### config.mk
export PLATFORM = sky130hd
export DESIGN_NAME = dma_address_generator
export DESIGN_NICKNAME = d
export VERILOG_FILES = /design/src/addr_stepper.v /design/src/dma_address_generator.v
export VERILOG_INCLUDE_DIRS = /design/src /design/src/shared
export SDC_FILE = /design/constraint.sdc
export NUM_CORES = 1
export LEC_CHECK = 0
export CORE_UTILIZATION = 45
export CTS_CLUSTER_DIAMETER = 40
export CTS_CLUSTER_SIZE = 30
export DETAILED_ROUTE_END_ITERATION = 10
export DONT_BUFFER_PORTS = 1
export GPL_ROUTABILITY_DRIVEN = 1
export MAX_ROUTING_LAYER = met4
export PLACE_DENSITY = 0.71
export SYNTH_ARGS = -nofsm -noshare
export SYNTH_HDL_FRONTEND = slang
export SYNTH_SLANG_ARGS = --single-unit
### constraint.sdc
create_clock -name i_clock -period 10.7 [get_ports i_clock]
set_input_delay 0 -clock i_clock [delete_from_list [all_inputs] [get_ports i_clock]]
set_output_delay 0 -clock i_clock [all_outputs]
set_load 0.02 [all_outputs]
### src/shared/dma_addr_gen_defines.vh
// constants for the dma address generator
`ifndef DMA_ADDR_GEN_DEFINES_VH
`define DMA_ADDR_GEN_DEFINES_VH

// register indexes on the plain register port
`define REG_CTRL        4'h0
`define REG_OFFSET_0    4'h1
`define REG_SRC_ADDR    4'h5
`define REG_DST_ADDR    4'h6
`define REG_COUNT       4'h7
`define REG_STATUS      4'h8

// channel_control_reg fields
`define CTRL_AMF_HI     5
`define CTRL_AMF_LO     0
`define CTRL_3D_BIT     6
`define CTRL_EN_BIT     7
`define CTRL_W          7

// status fields
`define ST_ACTIVE_BIT   0
`define ST_ERR_BIT      1
`define ST_CMODE_LO     2
`define ST_SRC_KIND_LO  5
`define ST_DST_KIND_LO  7

// side update kinds
`define KIND_HOLD       2'h0
`define KIND_INC        2'h1
`define KIND_2D         2'h2
`define KIND_3D         2'h3

// counter modes
`define CM_A            3'h0
`define CM_B            3'h1
`define CM_C            3'h2
`define CM_D            3'h3
`define CM_E            3'h4
`define CM_RES          3'h7

// low and middle section widths per counter mode
`define LW_A            5'h18
`define LW_B            5'h0c
`define LW_CD           5'h06
`define LW_E            5'h0c
`define MW_AB           5'h00
`define MW_CE           5'h06
`define MW_D            5'h0c

// offset pair selections
`define OFF_0           2'h0
`define OFF_1           2'h1
`define OFF_2           2'h2
`define OFF_3           2'h3

`define RST_ZERO_24     24'h00_0000
`define ALL_ONES_24     24'hff_ffff

`endif

### src/addr_stepper.v
// next address of one side for one transferred word
`timescale 1ns/100ps
`default_nettype none
`include "dma_addr_gen_defines.vh"

module addr_stepper
#(
    parameter AW = 24
)
(
    input  wire [1:0]    i_kind,
    input  wire [AW-1:0] i_addr,
    input  wire [AW-1:0] i_off_a,
    input  wire [AW-1:0] i_off_b,
    input  wire          i_wrap_lo,
    input  wire          i_wrap_hi,
    output reg  [AW-1:0] o_next
);

always @*
begin
    o_next = i_addr;
    case (i_kind)
        `KIND_HOLD:
            o_next = i_addr; // RQ8
        `KIND_INC:
            o_next = i_addr + {{(AW-1){1'b0}}, 1'b1}; // RQ9
        `KIND_2D:
        begin
            // one offset on every end of an inner run
            if (i_wrap_lo || i_wrap_hi)
                o_next = i_addr + i_off_a; // RQ10 RQ16
            else
                o_next = i_addr + {{(AW-1){1'b0}}, 1'b1};
        end
        default:
        begin
            if (i_wrap_hi)
                o_next = i_addr + i_off_b; // RQ15 RQ16
            else if (i_wrap_lo)
                o_next = i_addr + i_off_a; // RQ15
            else
                o_next = i_addr + {{(AW-1){1'b0}}, 1'b1};
        end
    endcase
end

endmodule
`default_nettype wire

### src/dma_address_generator.v
// dma channel address generation and counter partitioning
`timescale 1ns/100ps
`default_nettype none
`include "dma_addr_gen_defines.vh"

// Behaviour
// RQ1 - control holds six-bit mode, two meanings
// RQ2 - non-3D: bits 5-3 dest, 2-0 source
// RQ3 - independent sides share one counter
// RQ4 - non-3D codes: 2D, hold, increment, reserved
// RQ5 - mixed counter modes run as mode B
// RQ6 - mode A: one undivided 24-bit count
// RQ7 - mode B: 12-bit outer, 12-bit inner
// RQ8 - hold mode keeps one address
// RQ9 - increment mode adds one per access
// RQ10 - 2D: run, add offset, repeat
// RQ11 - 3D: mode, side select, counter mode
// RQ12 - 3D upper code adds 3D pairs
// RQ13 - side select picks 3D side, pair
// RQ14 - 3D counter splits 12/6/6, 6/12/6, 6/6/12
// RQ15 - 3D: low run, first offset, then second
// RQ16 - 2D uses one offset, 3D two
// RQ17 - other side may reuse any offset
// RQ18 - four 24-bit read/write offset registers
// RQ19 - each side updates once per word
module dma_address_generator
#(
    parameter AW = 24,
    parameter CW = 24
)
(
    input  wire          i_clock,
    input  wire          i_nrst,
    input  wire [3:0]    i_addr,
    input  wire [23:0]   i_wdata,
    input  wire          i_wr,
    input  wire          i_rd,
    output wire [23:0]   o_rdata,
    input  wire          i_word_done,
    output wire [AW-1:0] o_src_addr,
    output wire [AW-1:0] o_dst_addr,
    output wire          o_active,
    output wire          o_done
);

reg  [`CTRL_W-1:0] ctrl_r;
reg  [AW-1:0]      off_r [0:3];
reg  [AW-1:0]      addr_r [0:1];
reg  [CW-1:0]      count_r;
reg  [CW-1:0]      work_r;
reg                active_r;
reg                err_r;
reg                done_r;
reg  [23:0]        rdata_r;
reg                run_pend_r;

wire [5:0] amf = ctrl_r[`CTRL_AMF_HI:`CTRL_AMF_LO];
wire       three_dim_select = ctrl_r[`CTRL_3D_BIT];

// decoded per-side selections, side 0 is source, side 1 destination
reg  [3:0] kind_s;
reg  [3:0] offa_s;
reg  [3:0] offb_s;
reg  [2:0] cmode_s;
reg        res_s;

// {reserved, kind, offset a, offset b} for one three-bit code
function [6:0] decode_code;
    input [2:0] c;
    input       in_3d;
    begin
        decode_code = {1'b0, `KIND_2D, c[1:0], c[1:0]}; // RQ4 RQ12
        if (c == 3'h4)
            decode_code = {1'b0, `KIND_HOLD, `OFF_0, `OFF_0};
        else if (c == 3'h5)
            decode_code = {1'b0, `KIND_INC, `OFF_0, `OFF_0};
        else if (c[2:1] == 2'h3 && !in_3d)
            decode_code = {1'b1, `KIND_HOLD, `OFF_0, `OFF_0}; // RQ4
        else if (c == 3'h6)
            decode_code = {1'b0, `KIND_3D, `OFF_0, `OFF_1}; // RQ12
        else if (c == 3'h7)
            decode_code = {1'b0, `KIND_3D, `OFF_2, `OFF_3}; // RQ12
    end
endfunction

reg [6:0] dec_src;
reg [6:0] dec_dst;
reg [6:0] dec_up;

always @*
begin
    dec_src = decode_code(amf[2:0], 1'b0);
    dec_dst = decode_code(amf[5:3], 1'b0);
    dec_up  = decode_code(amf[5:3], 1'b1);
    kind_s  = 4'h0;
    offa_s  = 4'h0;
    offb_s  = 4'h0;
    cmode_s = `CM_A;
    res_s   = 1'b0;
    if (!three_dim_select) // RQ1
    begin
        // two independent codes on one shared counter
        kind_s = {dec_dst[5:4], dec_src[5:4]}; // RQ2 RQ3
        offa_s = {dec_dst[3:2], dec_src[3:2]};
        offb_s = {dec_dst[1:0], dec_src[1:0]};
        res_s  = dec_src[6] | dec_dst[6];
        if (dec_src[5:4] == `KIND_2D || dec_dst[5:4] == `KIND_2D)
            cmode_s = `CM_B; // RQ5
        else
            cmode_s = `CM_A; // RQ6
    end
    else
    begin
        // the upper code steers the side that is not forced to 3D
        if (!amf[2]) // RQ11 RQ13
        begin
            kind_s = {dec_up[5:4], `KIND_3D};
            offa_s = {dec_up[3:2], `OFF_0};
            offb_s = {dec_up[1:0], `OFF_1}; // RQ17
        end
        else
        begin
            kind_s = {`KIND_3D, dec_up[5:4]};
            offa_s = {`OFF_2, dec_up[3:2]};
            offb_s = {`OFF_3, dec_up[1:0]}; // RQ17
        end
        case (amf[1:0]) // RQ11 RQ14
            2'h0:    cmode_s = `CM_C;
            2'h1:    cmode_s = `CM_D;
            2'h2:    cmode_s = `CM_E;
            default:
            begin
                cmode_s = `CM_RES;
                res_s   = 1'b1;
            end
        endcase
    end
end

// section widths of the shared counter
reg [4:0] lo_w;
reg [4:0] mi_w;

always @*
begin
    lo_w = `LW_A;
    mi_w = `MW_AB;
    case (cmode_s)
        `CM_A:
        begin
            lo_w = `LW_A; // RQ6
            mi_w = `MW_AB;
        end
        `CM_B:
        begin
            lo_w = `LW_B; // RQ7
            mi_w = `MW_AB;
        end
        `CM_C:
        begin
            lo_w = `LW_CD; // RQ14
            mi_w = `MW_CE;
        end
        `CM_D:
        begin
            lo_w = `LW_CD; // RQ14
            mi_w = `MW_D;
        end
        `CM_E:
        begin
            lo_w = `LW_E; // RQ14
            mi_w = `MW_CE;
        end
        default:
        begin
            lo_w = `LW_A;
            mi_w = `MW_AB;
        end
    endcase
end

// masks over the low section and the low plus middle sections
wire [4:0]    lm_w    = lo_w + mi_w;
wire [CW-1:0] lo_mask = ~(`ALL_ONES_24 << lo_w);
wire [CW-1:0] lm_mask = ~(`ALL_ONES_24 << lm_w);
wire [CW-1:0] lo_one  = lo_mask + {{(CW-1){1'b0}}, 1'b1};
wire [CW-1:0] lm_one  = lm_mask + {{(CW-1){1'b0}}, 1'b1};

wire lo_zero  = (work_r & lo_mask) == `RST_ZERO_24;
wire lm_zero  = (work_r & lm_mask) == `RST_ZERO_24;
wire all_zero = work_r == `RST_ZERO_24;

wire step      = active_r & i_word_done; // RQ19
wire wrap_lo   = lo_zero & ~lm_zero;
// the final word closes the last run as well, so its offset is added too
wire wrap_hi   = lm_zero; // RQ10 RQ15

// next count: inner run, then middle reload, then outer reload
reg [CW-1:0] work_nxt;

always @*
begin
    work_nxt = work_r;
    if (!lo_zero)
        work_nxt = work_r - {{(CW-1){1'b0}}, 1'b1}; // RQ10 RQ15
    else if (!lm_zero)
        work_nxt = (work_r - lo_one) | (count_r & lo_mask); // RQ15
    else if (!all_zero)
        work_nxt = (work_r - lm_one) | (count_r & lm_mask); // RQ10 RQ15
end

wire wr_ctrl = i_wr && (i_addr == `REG_CTRL);
wire start   = wr_ctrl && i_wdata[`CTRL_EN_BIT];

always @(posedge i_clock or negedge i_nrst)
begin
    if (!i_nrst)
    begin
        ctrl_r   <= {`CTRL_W{1'b0}};
        count_r  <= `RST_ZERO_24;
        work_r   <= `RST_ZERO_24;
        active_r <= 1'b0;
        err_r    <= 1'b0;
        done_r   <= 1'b0;
    end
    else
    begin
        done_r <= 1'b0;
        if (wr_ctrl)
            ctrl_r <= i_wdata[`CTRL_W-1:0]; // RQ1
        if (i_wr && i_addr == `REG_COUNT)
            count_r <= i_wdata[CW-1:0];
        if (start)
        begin
            // reserved encodings are refused rather than guessed at
            active_r <= 1'b0;
            err_r    <= 1'b0;
            work_r   <= count_r;
        end
        else if (wr_ctrl)
        begin
            active_r <= 1'b0;
            err_r    <= 1'b0;
        end
        else if (step)
        begin
            work_r <= work_nxt; // RQ3
            if (all_zero)
            begin
                active_r <= 1'b0;
                done_r   <= 1'b1;
            end
        end
        if (start)
        begin
            // decode follows the new control word one cycle later
            active_r <= 1'b0;
        end
        if (run_pend_r && !wr_ctrl)
        begin
            if (res_s)
                err_r <= 1'b1;
            else
                active_r <= 1'b1;
        end
    end
end

// start is armed one cycle after the control write so decode is settled
always @(posedge i_clock or negedge i_nrst)
begin
    if (!i_nrst)
        run_pend_r <= 1'b0;
    else
        run_pend_r <= start;
end

// four offset registers
genvar g;

generate
    for (g = 0; g < 4; g = g + 1)
    begin : g_off
        localparam [3:0] IDX = g;
        always @(posedge i_clock or negedge i_nrst)
        begin
            if (!i_nrst)
                off_r[g] <= `RST_ZERO_24;
            else if (i_wr && i_addr == `REG_OFFSET_0 + IDX)
                off_r[g] <= i_wdata[AW-1:0]; // RQ18
        end
    end
endgenerate

// per-side address registers, source then destination
generate
    for (g = 0; g < 2; g = g + 1)
    begin : g_side
        localparam [3:0] IDX = g;
        wire [AW-1:0] next;
        wire [1:0]    ia = offa_s[2*g +: 2];
        wire [1:0]    ib = offb_s[2*g +: 2];

        addr_stepper #(.AW(AW)) u_step
        (
            .i_kind    (kind_s[2*g +: 2]),
            .i_addr    (addr_r[g]),
            .i_off_a   (off_r[ia]), // RQ16 RQ17
            .i_off_b   (off_r[ib]),
            .i_wrap_lo (wrap_lo),
            .i_wrap_hi (wrap_hi),
            .o_next    (next)
        );

        always @(posedge i_clock or negedge i_nrst)
        begin
            if (!i_nrst)
                addr_r[g] <= `RST_ZERO_24;
            else if (i_wr && i_addr == `REG_SRC_ADDR + IDX)
                addr_r[g] <= i_wdata[AW-1:0];
            else if (step)
                addr_r[g] <= next; // RQ19
        end
    end
endgenerate

// read data stands only in the cycle after the strobe
reg [23:0] rd_mux;

always @*
begin
    rd_mux = `RST_ZERO_24;
    if (i_addr == `REG_CTRL)
        rd_mux = {16'h0000, active_r, ctrl_r};
    else if (i_addr >= `REG_OFFSET_0 && i_addr < `REG_SRC_ADDR)
        rd_mux = off_r[i_addr[1:0] - `OFF_1]; // RQ18
    else if (i_addr == `REG_SRC_ADDR)
        rd_mux = addr_r[0];
    else if (i_addr == `REG_DST_ADDR)
        rd_mux = addr_r[1];
    else if (i_addr == `REG_COUNT)
        rd_mux = work_r;
    else if (i_addr == `REG_STATUS)
        rd_mux = {15'h0000, kind_s, cmode_s, err_r, active_r};
end

always @(posedge i_clock or negedge i_nrst)
begin
    if (!i_nrst)
        rdata_r <= `RST_ZERO_24;
    else if (i_rd)
        rdata_r <= rd_mux;
    else
        rdata_r <= `RST_ZERO_24;
end

assign o_rdata    = rdata_r;
assign o_src_addr = addr_r[0];
assign o_dst_addr = addr_r[1];
assign o_active   = active_r;
assign o_done     = done_r;

endmodule
`default_nettype wire

Word level (Yosys, flattened, before mapping)
Index checks and enable logic that the tools add are counted.
- $add $sub $neg: 13
- magnitude comparators: 7
- eq/ne operators: 34
- shift-type cells: 2
- mux-type cells: 79
- bitwise logic cells: 17
- reduce and logical (&&, ||, !) cells: 31
- operators by type and width (operator ; count):
    $mux W24 ; 32
    $bmux W24 S2 ; 5
    $pmux W24 S3 ; 2
    $add A24 B1 Y24 const B ; 4
    $add A24 B24 Y24 ; 4
    $and A24 B24 Y24 ; 4
    $logic_not A24 Y1 ; 3
    $mux W7 ; 7
    $not A24 Y24 ; 2
    $or A24 B24 Y24 ; 2
    $shl A24 B5 Y24 const A ; 2
    $sub A24 B24 Y24 ; 2
    $eq A3 B3 Y1 const B ; 9
    $mux W4 ; 6
    $sub A24 B1 Y24 const B ; 1
    $mux W1 ; 17
    $eq A4 B3 Y1 const B ; 4
    $ge A3 B3 Y1 const B ; 5
    $mux W5 ; 3
    $not A2 Y3 ; 5
    $eq A2 B2 Y1 const B ; 7
    $mux W6 ; 2
    $logic_and A1 B1 Y1 ; 11
    $pmux W5 S2 ; 1
    29 further kinds ; 43
- bits in registers: 227
- input port bits: 33
- output and inout bits: 74
- word-level logic and storage cells: 197

Depth between registers and ports, before layout
- depth in word-level cells: 25
- gate-level depth with buffers: 26
- depth with buffers taken out: 25

By module
A second synthesis with hierarchy kept.
- cells, all modules: 3284
- area, all modules: 26157.6 sq um
- by module, submodules not included (module ; instances ; cells an instance ; area each (sq um) ; sequential area each (sq um)):
    dma_address_generator ; 1 ; 1945 ; 17324.1 ; 5680.4
    addr_stepper at g_side[1].u_step ; 1 ; 687 ; 4516.8 ; 0.0
    addr_stepper at g_side[0].u_step ; 1 ; 652 ; 4316.6 ; 0.0

Worst setup path after synthesis
OpenSTA, ideal clock, no wires.
- kind: reg2reg
- start point: register ctrl_r[2]
- end point: register work_r[22]
- library setup time: 0.126 ns
- arrival time: 5.228 ns
- required time: 10.574 ns
- path slack: 5.346 ns
- stages on the path, launching flop included: 27
- buffers on the path: 2
- period minus slack after synthesis: 5.354 ns
- cell sequence: dfrtp_1 -> clkbuf_1 -> a21oi_1 -> a21oi_1 -> ha_1 -> clkbuf_1 -> inv_1 -> ha_1 -> nand3_1 -> and3_1 -> nor2_1 -> inv_1 -> nand2_1 -> inv_1 -> nand2_1 -> inv_1 -> ha_1 -> a21oi_1 -> o21ai_0 -> a21oi_1 -> or3b_2 -> a21oi_1 -> o31ai_1 -> a21boi_0 -> mux2i_1 -> o21ai_0 -> a2bb2oi_1
- longest elaborated chain between the ends: 25
- elaborated cells between the ends (all ways): 48
- those cells by class: add/sub (5); eq/ne (11); shift (2); mux (15); bitwise (8); reduce/logical (7)
- RTL lines (what ; line ; text):
    start, declared ; dma_address_generator.v:46 ; reg [`CTRL_W-1:0] ctrl_r;
    start signal, assigned ; dma_address_generator.v:219 ; ctrl_r <= {`CTRL_W{1'b0}};
    start signal, assigned ; dma_address_generator.v:230 ; ctrl_r <= i_wdata[`CTRL_W-1:0];
    $eq A3 B3 Y1 ; dma_address_generator.v:81 ; else if (c == 3'h7)
    $mux W5 ; dma_address_generator.v:81 ;
    $mux W7 ; dma_address_generator.v:79 ; else if (c == 3'h6)
    $mux W7 ; dma_address_generator.v:77 ; else if (c[2:1] == 2'h3 && !in_3d)
    $mux W7 ; dma_address_generator.v:75 ; else if (c == 3'h5)
    $mux W7 (*) ; dma_address_generator.v:73 ; if (c == 3'h4)
    $eq A2 B2 Y1 (no line) (*) ; -- ;
    $logic_or A1 B1 Y1 (no line) (*) ; -- ;
    (+9 left out) ; -- ;
    $sub A24 B24 Y24 ; dma_address_generator.v:209 ; work_nxt = (work_r - lm_one) | (count_r & lm_mask);
    $or A24 B24 Y24 ; dma_address_generator.v:209 ;
    $mux W24 ; dma_address_generator.v:208 ; else if (!all_zero)
    $mux W24 ; dma_address_generator.v:206 ; else if (!lm_zero)
    $mux W24 ; dma_address_generator.v:204 ; if (!lo_zero)
    $mux W24 ; dma_address_generator.v:245 ; else if (step)
    $mux W24 ; dma_address_generator.v:240 ; else if (wr_ctrl)
    $mux W24 ; dma_address_generator.v:233 ; if (start)
    end signal, assigned ; dma_address_generator.v:221 ; work_r <= `RST_ZERO_24;
    end signal, assigned ; dma_address_generator.v:238 ; work_r <= count_r;
    end signal, assigned ; dma_address_generator.v:247 ; work_r <= work_nxt;
    end, declared ; dma_address_generator.v:50 ; reg [CW-1:0] work_r;
Every way passes the cells marked *; elsewhere a longest branch is shown, timed or not. The select of a mux whose other input is x is not followed.
A chain may end at the register's enable or synchronous reset.

Worst setup path after layout
- start point: register ctrl_r[6]
- end point: register addr_r (netlist bit o_src_addr[6])
- longest elaborated chain between the ends: 16
- elaborated cells between the ends (all ways): 46
- those cells by class: add/sub (3); eq/ne (7); shift (2); mux (18); bitwise (8); reduce/logical (8)
- RTL lines (what ; line ; text):
    $mux W3 ; dma_address_generator.v:100 ; if (!three_dim_select)
    $eq A3 B3 Y1, or another cell as far along ; dma_address_generator.v:148 ; case (cmode_s)
    $reduce_or A2 Y1 (no line) ; -- ;
    $pmux W5 S2 / $pmux W4 S2 (equally long branches) ; dma_address_generator.v:148 ;
    $add A5 B5 Y5 ; dma_address_generator.v:183 ; wire [4:0] lm_w = lo_w + mi_w;
    $shl A24 B5 Y24 (no line) ; -- ;
    $not A24 Y24 ; dma_address_generator.v:185 ; wire [CW-1:0] lm_mask = ~(`ALL_ONES_24 << lm_w);
    $and A24 B24 Y24 ; dma_address_generator.v:190 ; wire lm_zero = (work_r & lm_mask) == `RST_ZERO_24;
    $logic_not A24 Y1 (no line) ; -- ;
    $not A1 Y1 ; dma_address_generator.v:194 ; wire wrap_lo = lo_zero & ~lm_zero;
    $and A1 B1 Y1 ; dma_address_generator.v:194 ;
    $mux W24 / $logic_or A1 B1 Y1 (equally long branches) ; addr_stepper.v:40, addr_stepper.v:31 ;
    $mux W24, on equally long branches ; addr_stepper.v:38, addr_stepper.v:31 ;
    $pmux W24 S3 ; addr_stepper.v:23 ; case (i_kind)
    $mux W24 ; dma_address_generator.v:321 ; else if (step)
    $mux W24 ; dma_address_generator.v:319 ; else if (i_wr && i_addr == `REG_SRC_ADDR + IDX)
    end signal, assigned by index ; dma_address_generator.v:318 ; addr_r[g] <= `RST_ZERO_24;
    end signal, assigned by index ; dma_address_generator.v:320 ; addr_r[g] <= i_wdata[AW-1:0];
    end signal, assigned by index ; dma_address_generator.v:322 ; addr_r[g] <= next;
    end, declared ; dma_address_generator.v:48 ; reg [AW-1:0] addr_r [0:1];
Parallel ways exist; a longest one is shown, timed or not. The select of a mux whose other input is x is not followed.

==> flow_metrics.env <==
export IMPL_tritoncts="built"
export IMPL_die_area_mm2=0.0553
export IMPL_cp_arrival_ns=8.33
export IMPL_rsz0062_at_grt="false"
export IMPL_vias_per_cell=6.94
export IMPL_multiInputGateArea_mm2=0.0179
export IMPL_final_area_mm2=0.0272
export IMPL_drt_iter0_markers=3341
export IMPL_remaining_drc_errors=0
export IMPL_cts_sinks=227
export IMPL_dp_slack_ns=3.69
export IMPL_max_freq_ghz=0.127
export IMPL_core_area_mm2=0.0538
export IMPL_startpoint_type="flip-flop"
export IMPL_place_congestion=1.07
export IMPL_synth_seq_cells=227
export IMPL_utilization=0.505
export IMPL_cp_end_kind="flip-flop"
export IMPL_fin_crit_ns=7.85
export IMPL_synthCells=3022
export IMPL_worst_slack_ns=2.85
export IMPL_row_count=85
export IMPL_yosysTopAreaCell="dfrtp_1"
export IMPL_h_tree_depth=2
export IMPL_ys_flop_type="dfrtp_1"
export IMPL_area_growth_pct=11.0
export IMPL_yosys_area_top_type_share=0.232
export IMPL_placedCellCount=3574
export IMPL_ys_warn_count=0
export IMPL_finalWirelength_um=103000
export IMPL_fin_crit_sh=0.734
export IMPL_io_pins=107
export IMPL_grt_pass1_wl_um=155000
export IMPL_finalHoldViolCount=0
export IMPL_required_ns=11.18
export IMPL_nets=3200
export IMPL_dp_hpwl_um=72800
export IMPL_status="finished, final reports clean"
export IMPL_leakage_nw=11.3
export IMPL_worstMarginPinSlew_ns=1.20
export IMPL_syn_area_mm2=0.0245
export IMPL_critPathMaxFanout=21
export IMPL_yosysMostFrequentCell="nand2_1"
export IMPL_holdWs_ns=0.0393
export IMPL_start_util=0.455
export IMPL_grt_pass1_vias=24500
export IMPL_wl_per_cell_um=27.7
export IMPL_cts_buffers=49
export IMPL_synthTopCellsByArea="dfrtp_1, ha_1, mux2_2"
export IMPL_path_class="reg -> reg"
export IMPL_clk_pin_slew_ns=0.06
export IMPL_layout_drive_gt1_share=0.113
export IMPL_seqCellArea_mm2=0.00568
export IMPL_setup_viol=0
export IMPL_clock_skew_ns=0.0299
export IMPL_cts_max_path_buffers=3
export IMPL_async_reset_ff_frac=1.00
export IMPL_setup_tns_final_ns=0
export IMPL_grt_total_usage=0.377
export IMPL_post_dp_cell_area_mm2=0.0250
export IMPL_drtPass1Iterations=6
export IMPL_post_cts_buffers=0
export IMPL_layout_cells_non_filler=3717
export IMPL_antenna_found_initial=5
export IMPL_cellPowerDensity_mw_per_mm2=341
export IMPL_vdd_ir_drop_max_v=0.000128
export IMPL_synth_common_cells="nand2_1, a21oi_1, dfrtp_1, nor2_1, ha_1"
export IMPL_grt_max_degree=228
export IMPL_cts_root_buf="clkbuf_16"
export IMPL_syn_avg_cell_area_um2=8.09
export IMPL_overflow=0
export IMPL_drv_cap=0
export IMPL_synth_edf_count=0
export IMPL_synth_cell_type_count=88
export IMPL_slew_viol_final=0
export IMPL_die_w_um=235
export IMPL_die_h_um=235
export IMPL_p_total_mw=9.27
export IMPL_clk_latency_ns=0.61
export IMPL_synth_seq_area_share=0.232
export IMPL_num_vias=25800
export IMPL_nFillCells=5073
export IMPL_hp_class="in -> reg"
export IMPL_antenna_left=0
export IMPL_slew_headroom=0.202
export IMPL_numPortBuffers=0
## final timing paths
kind / from / to / slack (ns) / cells after the start
setup / recovery: ctrl_r[6] / o_src_addr[6] / 2.85 / 25
hold / removal: i_addr[3] / err_r / 0.04 / 4
setup reg to reg: ctrl_r[6] / o_src_addr[6] / 2.85 / 25
hold reg to reg: err_r / err_r / 0.52 / 2
max in group asynchronous: i_nrst / off_r[51] / 9.58 / 2
min in group asynchronous: i_nrst / o_dst_addr[16] / 0.26 / 2
## cell families after synthesis
kind of cell             Yosys count  synth area share
other                              1          0.000153
adder cells (fa/ha/maj)          192             0.100
multiplexers                     211             0.117
AO/OA/AOI/OAI                    985             0.260
flip-flops                       227             0.232
XOR/XNOR                         161            0.0576
buffers and inverters            258            0.0404
AND/OR/NAND/NOR                  987             0.192
## layer usage
layer / up-vias / GRT usage / share of wire
met2: 1696 / 0.574 / 0.44
met3: 444 / 0.0911 / 0.11
met4: 0 / 0.206 / 0.066
met1: 12400 / 0.458 / 0.38
li1: 11200 / - / -
met5: - / - / 0
## critical path: stages, from the launching register on
cell,delay (ns)
dfrtp_1,0.61
clkinv_1,0.36
nor2_1,0.36
a21oi_1,0.20
ha_1,0.22
buf_4,0.21
inv_1,0.43
ha_1,0.33
nand3_1,0.11
and3_1,0.19
nor2_1,0.12
inv_1,0.24
o21ai_0,0.31
ha_1,0.28
nor4_1,0.31
and3_1,0.26
nor2b_2,0.50
buf_4,0.38
nor2_2,0.06
a21oi_1,0.90
nor2_1,0.12
a211oi_1,0.26
a311oi_1,0.08
a21oi_1,0.15
o21ai_0,0.09
dlygate4sd3_1,0.58
## state kept, by name, summed over array words and instances, names as in the netlist, 7 cells and up
register    flops
off_r          96
count_r        24
o_dst_addr     24
o_rdata        24
o_src_addr     24
work_r         24
ctrl_r          7
## timing repair
item	CTS	global route
hold endpoints to repair	427	0
hold buffers	46	0
endpoints found under the setup margin	0	0
resized for setup	0	0
## where the power goes
part,internal [mW],total (mW),switching [mW]
registers,1.09,1.94,0.846
logic,2.29,5.77,3.48
clock network,0.997,1.57,0.572
total,4.38,9.27,4.90
## cell usage in the layout, fill, tap and decap left out, types with 22 or more instances in the layout
master | Yosys | layout
and3_1 | 36 | 36
nand2_1 | 338 | 338
nor3_1 | 65 | 65
xor2_1 | 57 | 57
inv_1 | 72 | 72
a211oi_1 | 127 | 127
dfrtp_1 | 227 | 227
nand2b_1 | 24 | 24
clkbuf_16 | 0 | 49
nand4_1 | 22 | 22
o21ai_0 | 182 | 182
mux2i_1 | 34 | 34
ha_1 | 185 | 185
mux4_2 | 48 | 48
nand3_1 | 75 | 75
a31oi_1 | 76 | 75
and2_1 | 64 | 63
o21bai_1 | 24 | 24
a21oi_1 | 274 | 274
o211ai_1 | 34 | 34
nor2b_1 | 55 | 53
a21o_1 | 41 | 41
nor2_1 | 227 | 225
dlygate4sd3_1 | 0 | 44
mux2_2 | 129 | 129
buf_4 | 0 | 39
a221oi_1 | 40 | 40
xnor2_1 | 104 | 104
## layout make-up
| type | count | area share |
|---|---|---|
| multi-input cells | 2538 | 0.657 |
| repair buffers | 85 | 0.0287 |
| inverters | 74 | 0.0102 |
| clock inverters | 35 | 0.0147 |
| flip-flops and latches | 227 | 0.209 |
| well taps | 696 | 0.0321 |
| clock buffers | 56 | 0.0472 |
| diodes | 6 | 0.000553 |
(Power assumes the default switching activity.)
